## src/logic/led_loop_pkg.sv

```systemverilog
package led_loop_pkg;

    // ------------------------------------------------------------
    // Register map
    // ------------------------------------------------------------
    localparam logic [15:0] ADDR_DRIVE_CONTROL  = 16'h0886;
    localparam logic [15:0] ADDR_LOOP_TARGET    = 16'h0887;
    localparam logic [15:0] ADDR_IRQ_MASK_STAT  = 16'h0889;
    localparam logic [15:0] ADDR_DRIVE_READBACK = 16'h088F;

    // ------------------------------------------------------------
    // Field positions and reset values
    // ------------------------------------------------------------
    localparam int          LOOP_MODE_BIT   = 7;
    localparam int          FAST_BIT        = 7;
    localparam int          ST_PWR_BIT      = 7;
    localparam int          ST_LOOP_BIT     = 6;
    localparam int          ST_TALM_BIT     = 5;
    localparam int          ST_TSD_BIT      = 4;
    localparam int          MSK_LOOP_BIT    = 2;
    localparam int          MSK_TALM_BIT    = 1;
    localparam int          MSK_TSD_BIT     = 0;
    localparam logic [7:0]  DRIVE_CTRL_RST  = 8'h00;
    localparam logic [7:0]  LOOP_TARGET_RST = 8'h40;
    localparam logic [2:0]  MASK_RST        = 3'h0;
    localparam logic [6:0]  CODE_ZERO       = 7'h00;
    localparam logic [6:0]  CODE_ONE        = 7'h01;
    localparam logic [3:0]  STATUS_RST      = 4'h8;

    // ------------------------------------------------------------
    // Loop update timing
    // ------------------------------------------------------------
    localparam longint CLK_HZ          = 100_000_000;
    localparam longint SLOW_PERIOD_S   = 16;
    localparam longint FAST_PERIOD_S   = 1;
    localparam longint SLOW_CYCLES     = SLOW_PERIOD_S * CLK_HZ;
    localparam longint FAST_CYCLES     = FAST_PERIOD_S * CLK_HZ;
    localparam int     TMR_W           = 31;

    // ------------------------------------------------------------
    // Carriers
    // ------------------------------------------------------------
    typedef struct packed {
        logic       req;
        logic       wr;
        logic [15:0] addr;
        logic [7:0] wdata;
    } reg_req_t;

    typedef struct packed {
        logic       powerup;
        logic       over_temp;
        logic       shutdown;
    } alarm_in_t;

endpackage

```

## src/logic/drive_stepper.sv

```systemverilog
`timescale 1ns/10ps
module drive_stepper
    import led_loop_pkg::*;
(
    // Loop inputs
    input  wire logic [6:0] i_ceiling,
    input  wire logic [6:0] i_actual,
    input  wire logic       i_above,
    input  wire logic       i_below,
    // Result
    output logic      [6:0] o_next
);

    always_comb begin
        o_next = i_actual;
        if (i_above && i_actual != CODE_ZERO) begin
            o_next = i_actual - CODE_ONE;
        end else if (i_below && !i_above && i_actual < i_ceiling) begin
            o_next = i_actual + CODE_ONE;
        end
        if (o_next > i_ceiling) begin
            o_next = i_ceiling;
        end
    end

endmodule

```

## src/logic/led_drive_loop_alarm.sv

```systemverilog
`timescale 1ns/10ps
// Contract
// - Bit 7 picks fixed or closed loop
// - Control all zeros turns sink off
// - Fixed mode sinks low seven-bit code
// - Loop start loads seven eighths ceiling
// - Above target lowers drive one step
// - Below target under ceiling raises one
// - Drive clamped to ceiling code one cycle after ceiling drops
// - Updates every 16 s, fast 1 s
// - Readback shows actual drive code
// - Readback top bit mirrors mode bit
// - Drive over seven eighths sets bit6
// - Target field sets regulation level
// - Four alarm sources detected
// - Shutdown alarm holds until power cycle
// - Shutdown turns off all current
// - Status sticky, cleared by read
// - Unmasked alarms pull interrupt low
// - Power-up alarm is unmaskable
// - Mask zero suppresses, one allows
// - Pin released when alarm ends
// - Status bits 7..4, masks 2..0
module led_drive_loop_alarm
    import led_loop_pkg::*;
#(
    parameter longint SLOW_CNT = SLOW_CYCLES,
    parameter longint FAST_CNT = FAST_CYCLES
) (
    // Clock and reset
    input  wire logic        i_clk,
    input  wire logic        i_rst_n,
    // Register access
    input  wire reg_req_t    i_reg,
    output logic      [7:0]  o_rdata,
    output logic             o_rvalid,
    // Amplitude comparator
    input  wire logic        i_amp_above,
    input  wire logic        i_amp_below,
    // Alarm sources
    input  wire alarm_in_t   i_alarm,
    // LED sink and analog controls
    output logic      [6:0]  o_sink_code,
    output logic             o_sink_en,
    output logic      [3:0]  o_amplitude_target_sel,
    output logic      [1:0]  o_feedback_ref_sel,
    output logic      [1:0]  o_low_level_sel,
    output logic             o_power_off,
    // Interrupt pin, open drain
    input  wire logic        i_irq_n_pin,
    output logic             o_irq_n_pin,
    output logic             o_irq_n_pin_oe
);

    // ------------------------------------------------------------
    // State
    // ------------------------------------------------------------
    typedef struct packed {
        logic [7:0]       drive_control_reg;
        logic [7:0]       loop_target_reg;
        logic [2:0]       mask;
        logic [3:0]       status;
        logic [6:0]       drive_code_actual;
        logic             loop_run;
        logic [TMR_W-1:0] timer;
        logic             tsd_latch;
        logic             amp_above;
        logic             amp_below;
        logic [7:0]       rdata;
        logic             rvalid;
        logic [6:0]       sink_code;
        logic             sink_en;
        logic             power_off;
        logic             irq_oe;
    } state_t;

    state_t st_ff;
    state_t nxt_st;

    localparam state_t ST_RST = '{
        drive_control_reg: DRIVE_CTRL_RST,
        loop_target_reg:   LOOP_TARGET_RST,
        mask:              MASK_RST,
        status:            STATUS_RST,
        drive_code_actual: CODE_ZERO,
        loop_run:          1'b0,
        timer:             '0,
        tsd_latch:         1'b0,
        amp_above:         1'b0,
        amp_below:         1'b0,
        rdata:             8'h00,
        rvalid:            1'b0,
        sink_code:         CODE_ZERO,
        sink_en:           1'b0,
        power_off:         1'b0,
        irq_oe:            1'b0
    };

    logic [6:0] step_code;

    function automatic logic [6:0] seven_eighths(input logic [6:0] code);
        logic [9:0] prod;
        prod = {3'h0, code} * 10'h007;
        return prod[9:3];
    endfunction

    function automatic logic [TMR_W-1:0] period_of(input logic fast);
        return fast ? TMR_W'(FAST_CNT - 1) : TMR_W'(SLOW_CNT - 1);
    endfunction

    drive_stepper u_step (
        .i_ceiling (st_ff.drive_control_reg[6:0]),
        .i_actual  (st_ff.drive_code_actual),
        .i_above   (st_ff.amp_above),
        .i_below   (st_ff.amp_below),
        .o_next    (step_code)
    );

    // ------------------------------------------------------------
    // Next state
    // ------------------------------------------------------------
    logic       closed;
    logic       loop_alarm;
    logic       tsd_now;
    logic [3:0] cause;
    logic [7:0] irq_reg;
    logic       tick;

    always_comb begin
        nxt_st = st_ff;
        closed = st_ff.drive_control_reg[LOOP_MODE_BIT];
        tick = closed && st_ff.loop_run && (st_ff.timer == '0);
        loop_alarm = closed && st_ff.loop_run
                     && (st_ff.drive_code_actual > seven_eighths(st_ff.drive_control_reg[6:0]));
        tsd_now = st_ff.tsd_latch || i_alarm.shutdown;
        cause = {i_alarm.powerup, loop_alarm, i_alarm.over_temp, tsd_now};
        irq_reg = {st_ff.status, 1'b0, st_ff.mask};
        nxt_st.tsd_latch = tsd_now;

        // Register access; read of the interrupt register clears status
        nxt_st.rvalid = 1'b0;
        if (i_reg.req && i_reg.wr) begin
            unique case (i_reg.addr)
                ADDR_DRIVE_CONTROL: nxt_st.drive_control_reg = i_reg.wdata;
                ADDR_LOOP_TARGET:   nxt_st.loop_target_reg = i_reg.wdata;
                ADDR_IRQ_MASK_STAT: nxt_st.mask = i_reg.wdata[2:0];
                default:            nxt_st.mask = st_ff.mask;
            endcase
        end
        if (i_reg.req && !i_reg.wr) begin
            nxt_st.rvalid = 1'b1;
            unique case (i_reg.addr)
                ADDR_DRIVE_CONTROL:  nxt_st.rdata = st_ff.drive_control_reg;
                ADDR_LOOP_TARGET:    nxt_st.rdata = st_ff.loop_target_reg;
                ADDR_IRQ_MASK_STAT:  nxt_st.rdata = irq_reg;
                ADDR_DRIVE_READBACK: nxt_st.rdata = {closed, st_ff.drive_code_actual};
                default:             nxt_st.rdata = 8'h00;
            endcase
            if (i_reg.addr == ADDR_IRQ_MASK_STAT) begin
                nxt_st.status = 4'h0;
            end
        end
        nxt_st.status = nxt_st.status | cause;

        // Drive loop
        if (!closed) begin
            nxt_st.loop_run = 1'b0;
            nxt_st.drive_code_actual = st_ff.drive_control_reg[6:0];
        end else if (!st_ff.loop_run) begin
            nxt_st.loop_run = 1'b1;
            nxt_st.drive_code_actual = seven_eighths(st_ff.drive_control_reg[6:0]);
            nxt_st.timer = period_of(st_ff.loop_target_reg[FAST_BIT]);
        end else if (tick) begin
            nxt_st.timer = period_of(st_ff.loop_target_reg[FAST_BIT]);
            nxt_st.drive_code_actual = step_code;
        end else begin
            nxt_st.timer = st_ff.timer - TMR_W'(1);
            if (st_ff.drive_code_actual > st_ff.drive_control_reg[6:0]) begin
                nxt_st.drive_code_actual = st_ff.drive_control_reg[6:0];
            end
        end
        // Comparator decisions captured one cycle before each update
        if (closed && st_ff.loop_run && st_ff.timer == TMR_W'(1)) begin
            nxt_st.amp_above = i_amp_above;
            nxt_st.amp_below = i_amp_below;
        end

        // Sink drive and power
        nxt_st.power_off = tsd_now;
        nxt_st.sink_code = nxt_st.drive_code_actual;
        nxt_st.sink_en = (nxt_st.drive_control_reg != DRIVE_CTRL_RST)
                         && !tsd_now;

        // Interrupt pin follows live unmasked causes
        nxt_st.irq_oe = !(cause[3]
                          || (cause[2] && st_ff.mask[MSK_LOOP_BIT])
                          || (cause[1] && st_ff.mask[MSK_TALM_BIT])
                          || (cause[0] && st_ff.mask[MSK_TSD_BIT]));
    end

    // ------------------------------------------------------------
    // Registers
    // ------------------------------------------------------------
    always_ff @(posedge i_clk) begin
        if (!i_rst_n) begin
            st_ff <= ST_RST;
        end else begin
            st_ff <= nxt_st;
        end
    end

    // ------------------------------------------------------------
    // Outputs
    // ------------------------------------------------------------
    assign o_rdata                = st_ff.rdata;
    assign o_rvalid               = st_ff.rvalid;
    assign o_sink_code            = st_ff.sink_code;
    assign o_sink_en              = st_ff.sink_en;
    assign o_amplitude_target_sel = {1'b0, st_ff.loop_target_reg[2:0]};
    assign o_low_level_sel        = st_ff.loop_target_reg[4:3];
    assign o_feedback_ref_sel     = st_ff.loop_target_reg[6:5];
    assign o_power_off            = st_ff.power_off;
    assign o_irq_n_pin            = 1'b0;
    assign o_irq_n_pin_oe         = st_ff.irq_oe;

    // ------------------------------------------------------------
    // Checks
    // ------------------------------------------------------------
    a_ceiling_held: assert property (@(posedge i_clk) disable iff (!i_rst_n)
        $past(closed) && st_ff.loop_run |-> st_ff.drive_code_actual <= st_ff.drive_control_reg[6:0]
        || $changed(st_ff.drive_control_reg))
        else $error("drive above ceiling");
    a_fixed_follow: assert property (@(posedge i_clk) disable iff (!i_rst_n)
        !closed |=> st_ff.drive_code_actual == $past(st_ff.drive_control_reg[6:0]))
        else $error("fixed drive mismatch");
    a_loop_init: assert property (@(posedge i_clk) disable iff (!i_rst_n)
        closed && !st_ff.loop_run |=> st_ff.drive_code_actual
        == seven_eighths($past(st_ff.drive_control_reg[6:0])))
        else $error("loop start value wrong");
    a_zero_off: assert property (@(posedge i_clk) disable iff (!i_rst_n)
        st_ff.drive_control_reg == 8'h00 |-> !o_sink_en)
        else $error("sink on at zero control");
    a_tsd_sticky: assert property (@(posedge i_clk) disable iff (!i_rst_n)
        st_ff.tsd_latch |=> st_ff.tsd_latch && st_ff.power_off && !o_sink_en)
        else $error("shutdown released");
    a_pwr_irq: assert property (@(posedge i_clk) disable iff (!i_rst_n)
        i_alarm.powerup |=> !o_irq_n_pin_oe)
        else $error("power-up irq not driven");
    a_status_set: assert property (@(posedge i_clk) disable iff (!i_rst_n)
        i_alarm.over_temp |=> st_ff.status[1])
        else $error("status not set");
    a_irq_release: assert property (@(posedge i_clk) disable iff (!i_rst_n)
        cause == 4'h0 |=> o_irq_n_pin_oe)
        else $error("irq held without alarm");
    a_step_down: assert property (@(posedge i_clk) disable iff (!i_rst_n)
        tick && st_ff.amp_above && st_ff.drive_code_actual != CODE_ZERO
        && st_ff.drive_code_actual <= st_ff.drive_control_reg[6:0]
        |=> st_ff.drive_code_actual == $past(st_ff.drive_code_actual) - CODE_ONE)
        else $error("drive not lowered");
    a_step_up: assert property (@(posedge i_clk) disable iff (!i_rst_n)
        tick && st_ff.amp_below && !st_ff.amp_above
        && st_ff.drive_code_actual < st_ff.drive_control_reg[6:0]
        |=> st_ff.drive_code_actual == $past(st_ff.drive_code_actual) + CODE_ONE)
        else $error("drive not raised");
    a_hold_between: assert property (@(posedge i_clk) disable iff (!i_rst_n)
        closed && st_ff.loop_run && !tick
        && st_ff.drive_code_actual <= st_ff.drive_control_reg[6:0]
        |=> $stable(st_ff.drive_code_actual))
        else $error("drive moved between updates");
    a_timer_restart: assert property (@(posedge i_clk) disable iff (!i_rst_n)
        closed && !st_ff.loop_run |=> st_ff.loop_run
        && st_ff.timer == period_of($past(st_ff.loop_target_reg[FAST_BIT])))
        else $error("update timer not restarted");
    a_amp_sample: assert property (@(posedge i_clk) disable iff (!i_rst_n)
        closed && st_ff.loop_run && st_ff.timer == TMR_W'(1)
        |=> st_ff.amp_above == $past(i_amp_above) && st_ff.amp_below == $past(i_amp_below))
        else $error("amplitude decision not sampled");
    a_readback_map: assert property (@(posedge i_clk) disable iff (!i_rst_n)
        i_reg.req && !i_reg.wr && i_reg.addr == ADDR_DRIVE_READBACK
        |=> o_rvalid && o_rdata == {$past(closed), $past(st_ff.drive_code_actual)})
        else $error("readback value wrong");
    a_loop_status: assert property (@(posedge i_clk) disable iff (!i_rst_n)
        loop_alarm |=> st_ff.status[2])
        else $error("loop status not set");
    a_status_clear: assert property (@(posedge i_clk) disable iff (!i_rst_n)
        i_reg.req && !i_reg.wr && i_reg.addr == ADDR_IRQ_MASK_STAT && cause == 4'h0
        |=> st_ff.status == 4'h0)
        else $error("status not cleared by read");
    a_masked_quiet: assert property (@(posedge i_clk) disable iff (!i_rst_n)
        st_ff.mask == 3'h0 && !i_alarm.powerup |=> o_irq_n_pin_oe)
        else $error("masked alarm drove irq");
    a_unmasked_low: assert property (@(posedge i_clk) disable iff (!i_rst_n)
        i_alarm.over_temp && st_ff.mask[MSK_TALM_BIT] |=> !o_irq_n_pin_oe)
        else $error("unmasked alarm left irq high");
    a_power_cut: assert property (@(posedge i_clk) disable iff (!i_rst_n)
        tsd_now |=> o_power_off && !o_sink_en)
        else $error("shutdown left power on");

endmodule

```

## config.mk

```make
export PLATFORM = sky130hd
export DESIGN_NAME = led_drive_loop_alarm
export DESIGN_NICKNAME = d
export VERILOG_FILES = /design/src/logic/led_loop_pkg.sv /design/src/logic/drive_stepper.sv /design/src/logic/led_drive_loop_alarm.sv
export SDC_FILE = /design/constraint.sdc
export NUM_CORES = 1
export LEC_CHECK = 0
export ABC_AREA = 1
export CAP_MARGIN = 30
export CELL_PAD_IN_SITES_DETAIL_PLACEMENT = 0
export CELL_PAD_IN_SITES_GLOBAL_PLACEMENT = 1
export CORE_MARGIN = 2
export CORE_UTILIZATION = 48
export CTS_BUF_LIST = sky130_fd_sc_hd__clkbuf_4 sky130_fd_sc_hd__clkbuf_8
export CTS_CLUSTER_DIAMETER = 40
export CTS_CLUSTER_SIZE = 16
export DETAILED_ROUTE_END_ITERATION = 12
export DONT_BUFFER_PORTS = 1
export MAX_ROUTING_LAYER = met4
export PLACE_DENSITY_LB_ADDON = 0.1
export SLEW_MARGIN = 20
export SYNTH_ARGS = -nofsm -noshare
export SYNTH_HDL_FRONTEND = slang
export SYNTH_SLANG_ARGS = --single-unit
```

## constraint.sdc

```tcl
create_clock -name i_clk -period 4 [get_ports i_clk]
set_clock_uncertainty 0.1 [all_clocks]
set_input_delay 0.2 -clock i_clk [delete_from_list [all_inputs] [get_ports i_clk]]
set_output_delay 0.2 -clock i_clk [all_outputs]
set_load 0.03 [all_outputs]
```

==> metrics.md <==
| Metric | Value |
|---|---|
| Post-CTS Resized | 0 |
| Total CTS buffers | 9 |
| Routing usage on met3 | under 10% |
| Boundary Pins | between 60 and 70 |
| Initial Util | around half |
| Worst r2r dst | o_sink_code[2] |
| Clock transition at path regs | 80 ps |
| Mapped Area | between 5000 and 6000 um2 |
| Max-slew headroom | 63.0% |
| Die width | 111 um |
| Total track usage | roughly a quarter |
| Number of remaining DRC errors | 0 |
| CTS tree | yes |
| Grt met1 use | 33.6% |
| Antenna-violating nets left | 0 |
| Critical path type | register to register |
| Reg2Reg Depth | 22 |
| Initial antenna violation count | 0 |
| CP Launch Point | st_ff[80] |
| IO buf count | 0 |
| Placer Congestion | about 0.90 |
| Root Buffer | clkbuf_8 |
| Largest register FFs | between 40 and 50 |
| Die Area | approximately 12000 um2 |
| Maximum vdd drop | between 0.2 and 0.25 mV |
| Hold wc startpoint | i_rst_n |
| Max incr delay on CP | about 500 ps |
| Worst path slowest cell | dfxtp_1 |
| Max cap viols | 0 |
| Worst path required time | between 4000 and 5000 ps |
| Sequential fraction of the synthesis area | roughly 28% |
| RSZ-0062 raised after global routing | no |
| Crit-path cells | inv_1 > ha_1 > nand2_1 > nor2_1 > nand2_1 > nand3_1 > nand2_1 > nand2_1 > nand2_1 > nand2_1 > inv_1 > ha_1 > nand3b_1 > nand2_1 > a21oi_1 > nand3_4 > nand2_4 > o21ai_2 > clkinv_1 > nand2_1 > a21oi_2 > nor2_2 |
| Final setup viols | 0 |
| WL/cell | 15.8 um |
| Core area | between 10000 and 15000 um2 |
| Clk buf depth | 2 |
| CTS Sinks | between 70 and 80 |
| Vias per cell | between 5 and 6 |
| H-tree Lvls | 3 |
| WL final | approximately 15 mm |
| Remaining Overflow, GRT | 0 |
| Global-route wire length before repair | between 20 and 25 mm |
| Gate count after technology mapping | about 810 |
| Grt met2 use | 40.1% |
| Hold WC Path Type | input pin to register |
| Routed vias | just over 5000 |
| Least-Margin Pin Slew | approximately 550 ps |
| Critical path's most frequent cell | nand2_1 |
| Post-Place Cells | roughly 900 |
| Ys flop type | dfxtp_1 |
| FF+latch count, synth | 76 |
| Largest net degree at the start of global routing | 40 |
| Status | finished, final reports clean |
| Worst EP arrival | 3710 ps |
| # diodes | 0 |
| FMAX | about 280 MHz |
| Critical Path Start Type | register |
| Die Span Y | roughly 110 um |
| Nets@finish | 880 |
| YS warnings | 0 |
| Asr flop ratio synth | 0% |
| Final Instance Count excl. Fillers | ~950 |
| Layout Area Growth over Synthesis | 7.55% |
| Cell Rows | 39 |
| GRT busiest layer | met2 |
| Hold Path Sink | st_ff[53] |
| Final Hold Viols | 0 |
| Tcrit/Tclk final | between 80% and 90% |
| DRT iter0 DRCs | 311 |
| DRT Pass-1 Iters | 5 |
| PwrDens | about 250 nW/um2 |
| Largest reg by FF count | st_ff |
| # fillers | 1142 |
| Total Neg Setup Slack | 0 ps |
| Syn avg cell area | 6.87 um2 |
| Fin crit period | 3540 ps |
| Fin. max-slew vios | 0 |
| CP Max Fanout | 8 |
| P_leak | between 2 and 3 nW |
| Post-synthesis cell type count | ~40 |
| Post-synth EDFFs | 0 |
| Reg2reg setup slack | between 400 and 500 ps |
| Vias in the first global route | ~4900 |
| Reg2reg start | st_ff[80] |
| Clock latency at the later pin of the worst-skew pair | ~380 ps |
| Final HPWL DP | between 10 and 15 mm |
| CP Capture Type | register |
| Share of layout cells above drive strength 1 | approximately 9% |
| Hold Crit Depth | 3 |
==> cell usage after synthesis, types with 2 or more instances <==
cell      count  area, um2
a211oi_1      3       22.5
a21oi_1      60        300
a21oi_2       4       35.0
a221oi_1      2       17.5
a31oi_1       3       18.8
buf_2         5       25.0
buf_4        27        203
clkbuf_1     11       41.3
clkinv_1      5       18.8
dfxtp_1      76       1520
fa_1          7        140
ha_1         34        425
inv_1        95        357
inv_2         2       7.51
nand2_1     173        649
nand2_2       4       25.0
nand2_4       4       45.0
nand3_1      50        250
nand3_4       2       35.0
nand3b_1      3       22.5
nand4_1      13       81.3
nor2_1       69        259
nor2_2        9       56.3
nor2_4        7       78.8
nor2_8        2       40.0
nor3_1        9       45.0
nor4_1        2       12.5
o211ai_1      6       45.0
o21ai_0      64        320
o21ai_1       5       25.0
o21ai_2       2       17.5
o221ai_1      4       35.0
o22ai_1      11       68.8
xnor2_1       9       78.8
xor2_1       17        149
==> per-stage QoR <==
stage	setup WS (ps)	hold slack, ps	power, mW	utilization (%)	area, um2
after floorplan	839	215	0.810	-	5540
after global placement	522	210	0.811	49.2	5570
after detailed placement	490	212	0.812	49.2	5570
after CTS	446	14.8	1.52	52.6	5950
after global routing	120	41.4	1.56	52.6	5950
final	465	32.5	1.51	52.6	5950
==> worst max path at each step <==
stage                     end  cells past startpoint
2_1_floorplan  o_sink_code[2]                     19
3_3_place_gp   o_sink_code[0]                     20
3_5_place_dp   o_sink_code[2]                     22
4_1_cts        o_sink_code[2]                     20
5_1_grt        o_sink_code[0]                     21
6_report       o_sink_code[2]                     22
==> what timing repair did <==
| item | 4_1_cts | 5_1_grt |
|---|---|---|
| setup buffers | 0 | 0 |
| endpoints found under the hold margin | 55 | 0 |
| setup endpoints to repair | 0 | 0 |
| hold buffers | 14 | 0 |
==> per-layer routing <==
metal / vias up / wire [um] / share of wire (%)
li1: 2614 / - / -
met1: 2441 / 7270 / 48
met2: 109 / 6790 / 45
met3: 18 / 742 / 4.9
met4: 0 / 218 / 1.5
met5: - / 0 / 0
==> report_power, final <==
group | switching (mW) | total [mW] | internal, mW
registers | 0.00501 | 0.764 | 0.759
logic | 0.0321 | 0.0507 | 0.0186
clock network | 0.314 | 0.691 | 0.377
total | 0.351 | 1.51 | 1.16
==> critical path: cells and delay by family (launching register included) <==
kind	cells	cell delay, ps
adders and majority gates	2	630
AOI/OAI and AO/OA	3	420
and+or+nand+nor	14	1440
buffers and inverters	3	330
DFF	1	490
==> logic make-up (layout without fill, tap and decap cells) <==
group	after synthesis	count (layout)	synth area share (%)
adder cells (fa/ha/maj)	41	41	10.2
XOR/XNOR	26	26	4.12
AND/OR/NAND/NOR	349	349	29.4
AO/OA/AOI/OAI	166	166	16.7
flip-flops	76	76	27.5
other	1	2	0.0678
buffers and inverters	146	150	12.0
==> area by class of cell <==
class | instances | area [um2] | share of cell area, %
clock buffers | 11 | 145 | 2.44
multi-input cells | 584 | 3350 | 56.3
well taps | 143 | 179 | 3.01
repair buffers | 32 | 285 | 4.79
inverters | 102 | 383 | 6.44
flip-flops and latches | 76 | 1520 | 25.6
clock inverters | 5 | 85.1 | 1.43
==> layout by cell type, fill, tap and decap left out, types with 4 or more instances in the layout <==
master,instances
a21oi_2,4
nand2_2,4
buf_4,18
o211ai_1,6
dfxtp_1,76
xor2_1,17
xnor2_1,9
nor2_4,7
nor3_1,9
o21ai_1,5
a21oi_1,60
clkbuf_8,10
nand2_4,4
nor2_2,9
nand3_1,50
nand2_1,173
clkinv_1,5
nor2_1,69
o21ai_0,64
o221ai_1,4
dlygate4sd3_1,13
inv_1,95
o22ai_1,11
nand4_1,13
fa_1,7
ha_1,34
Note: power is estimated with default switching activity, not from simulation.
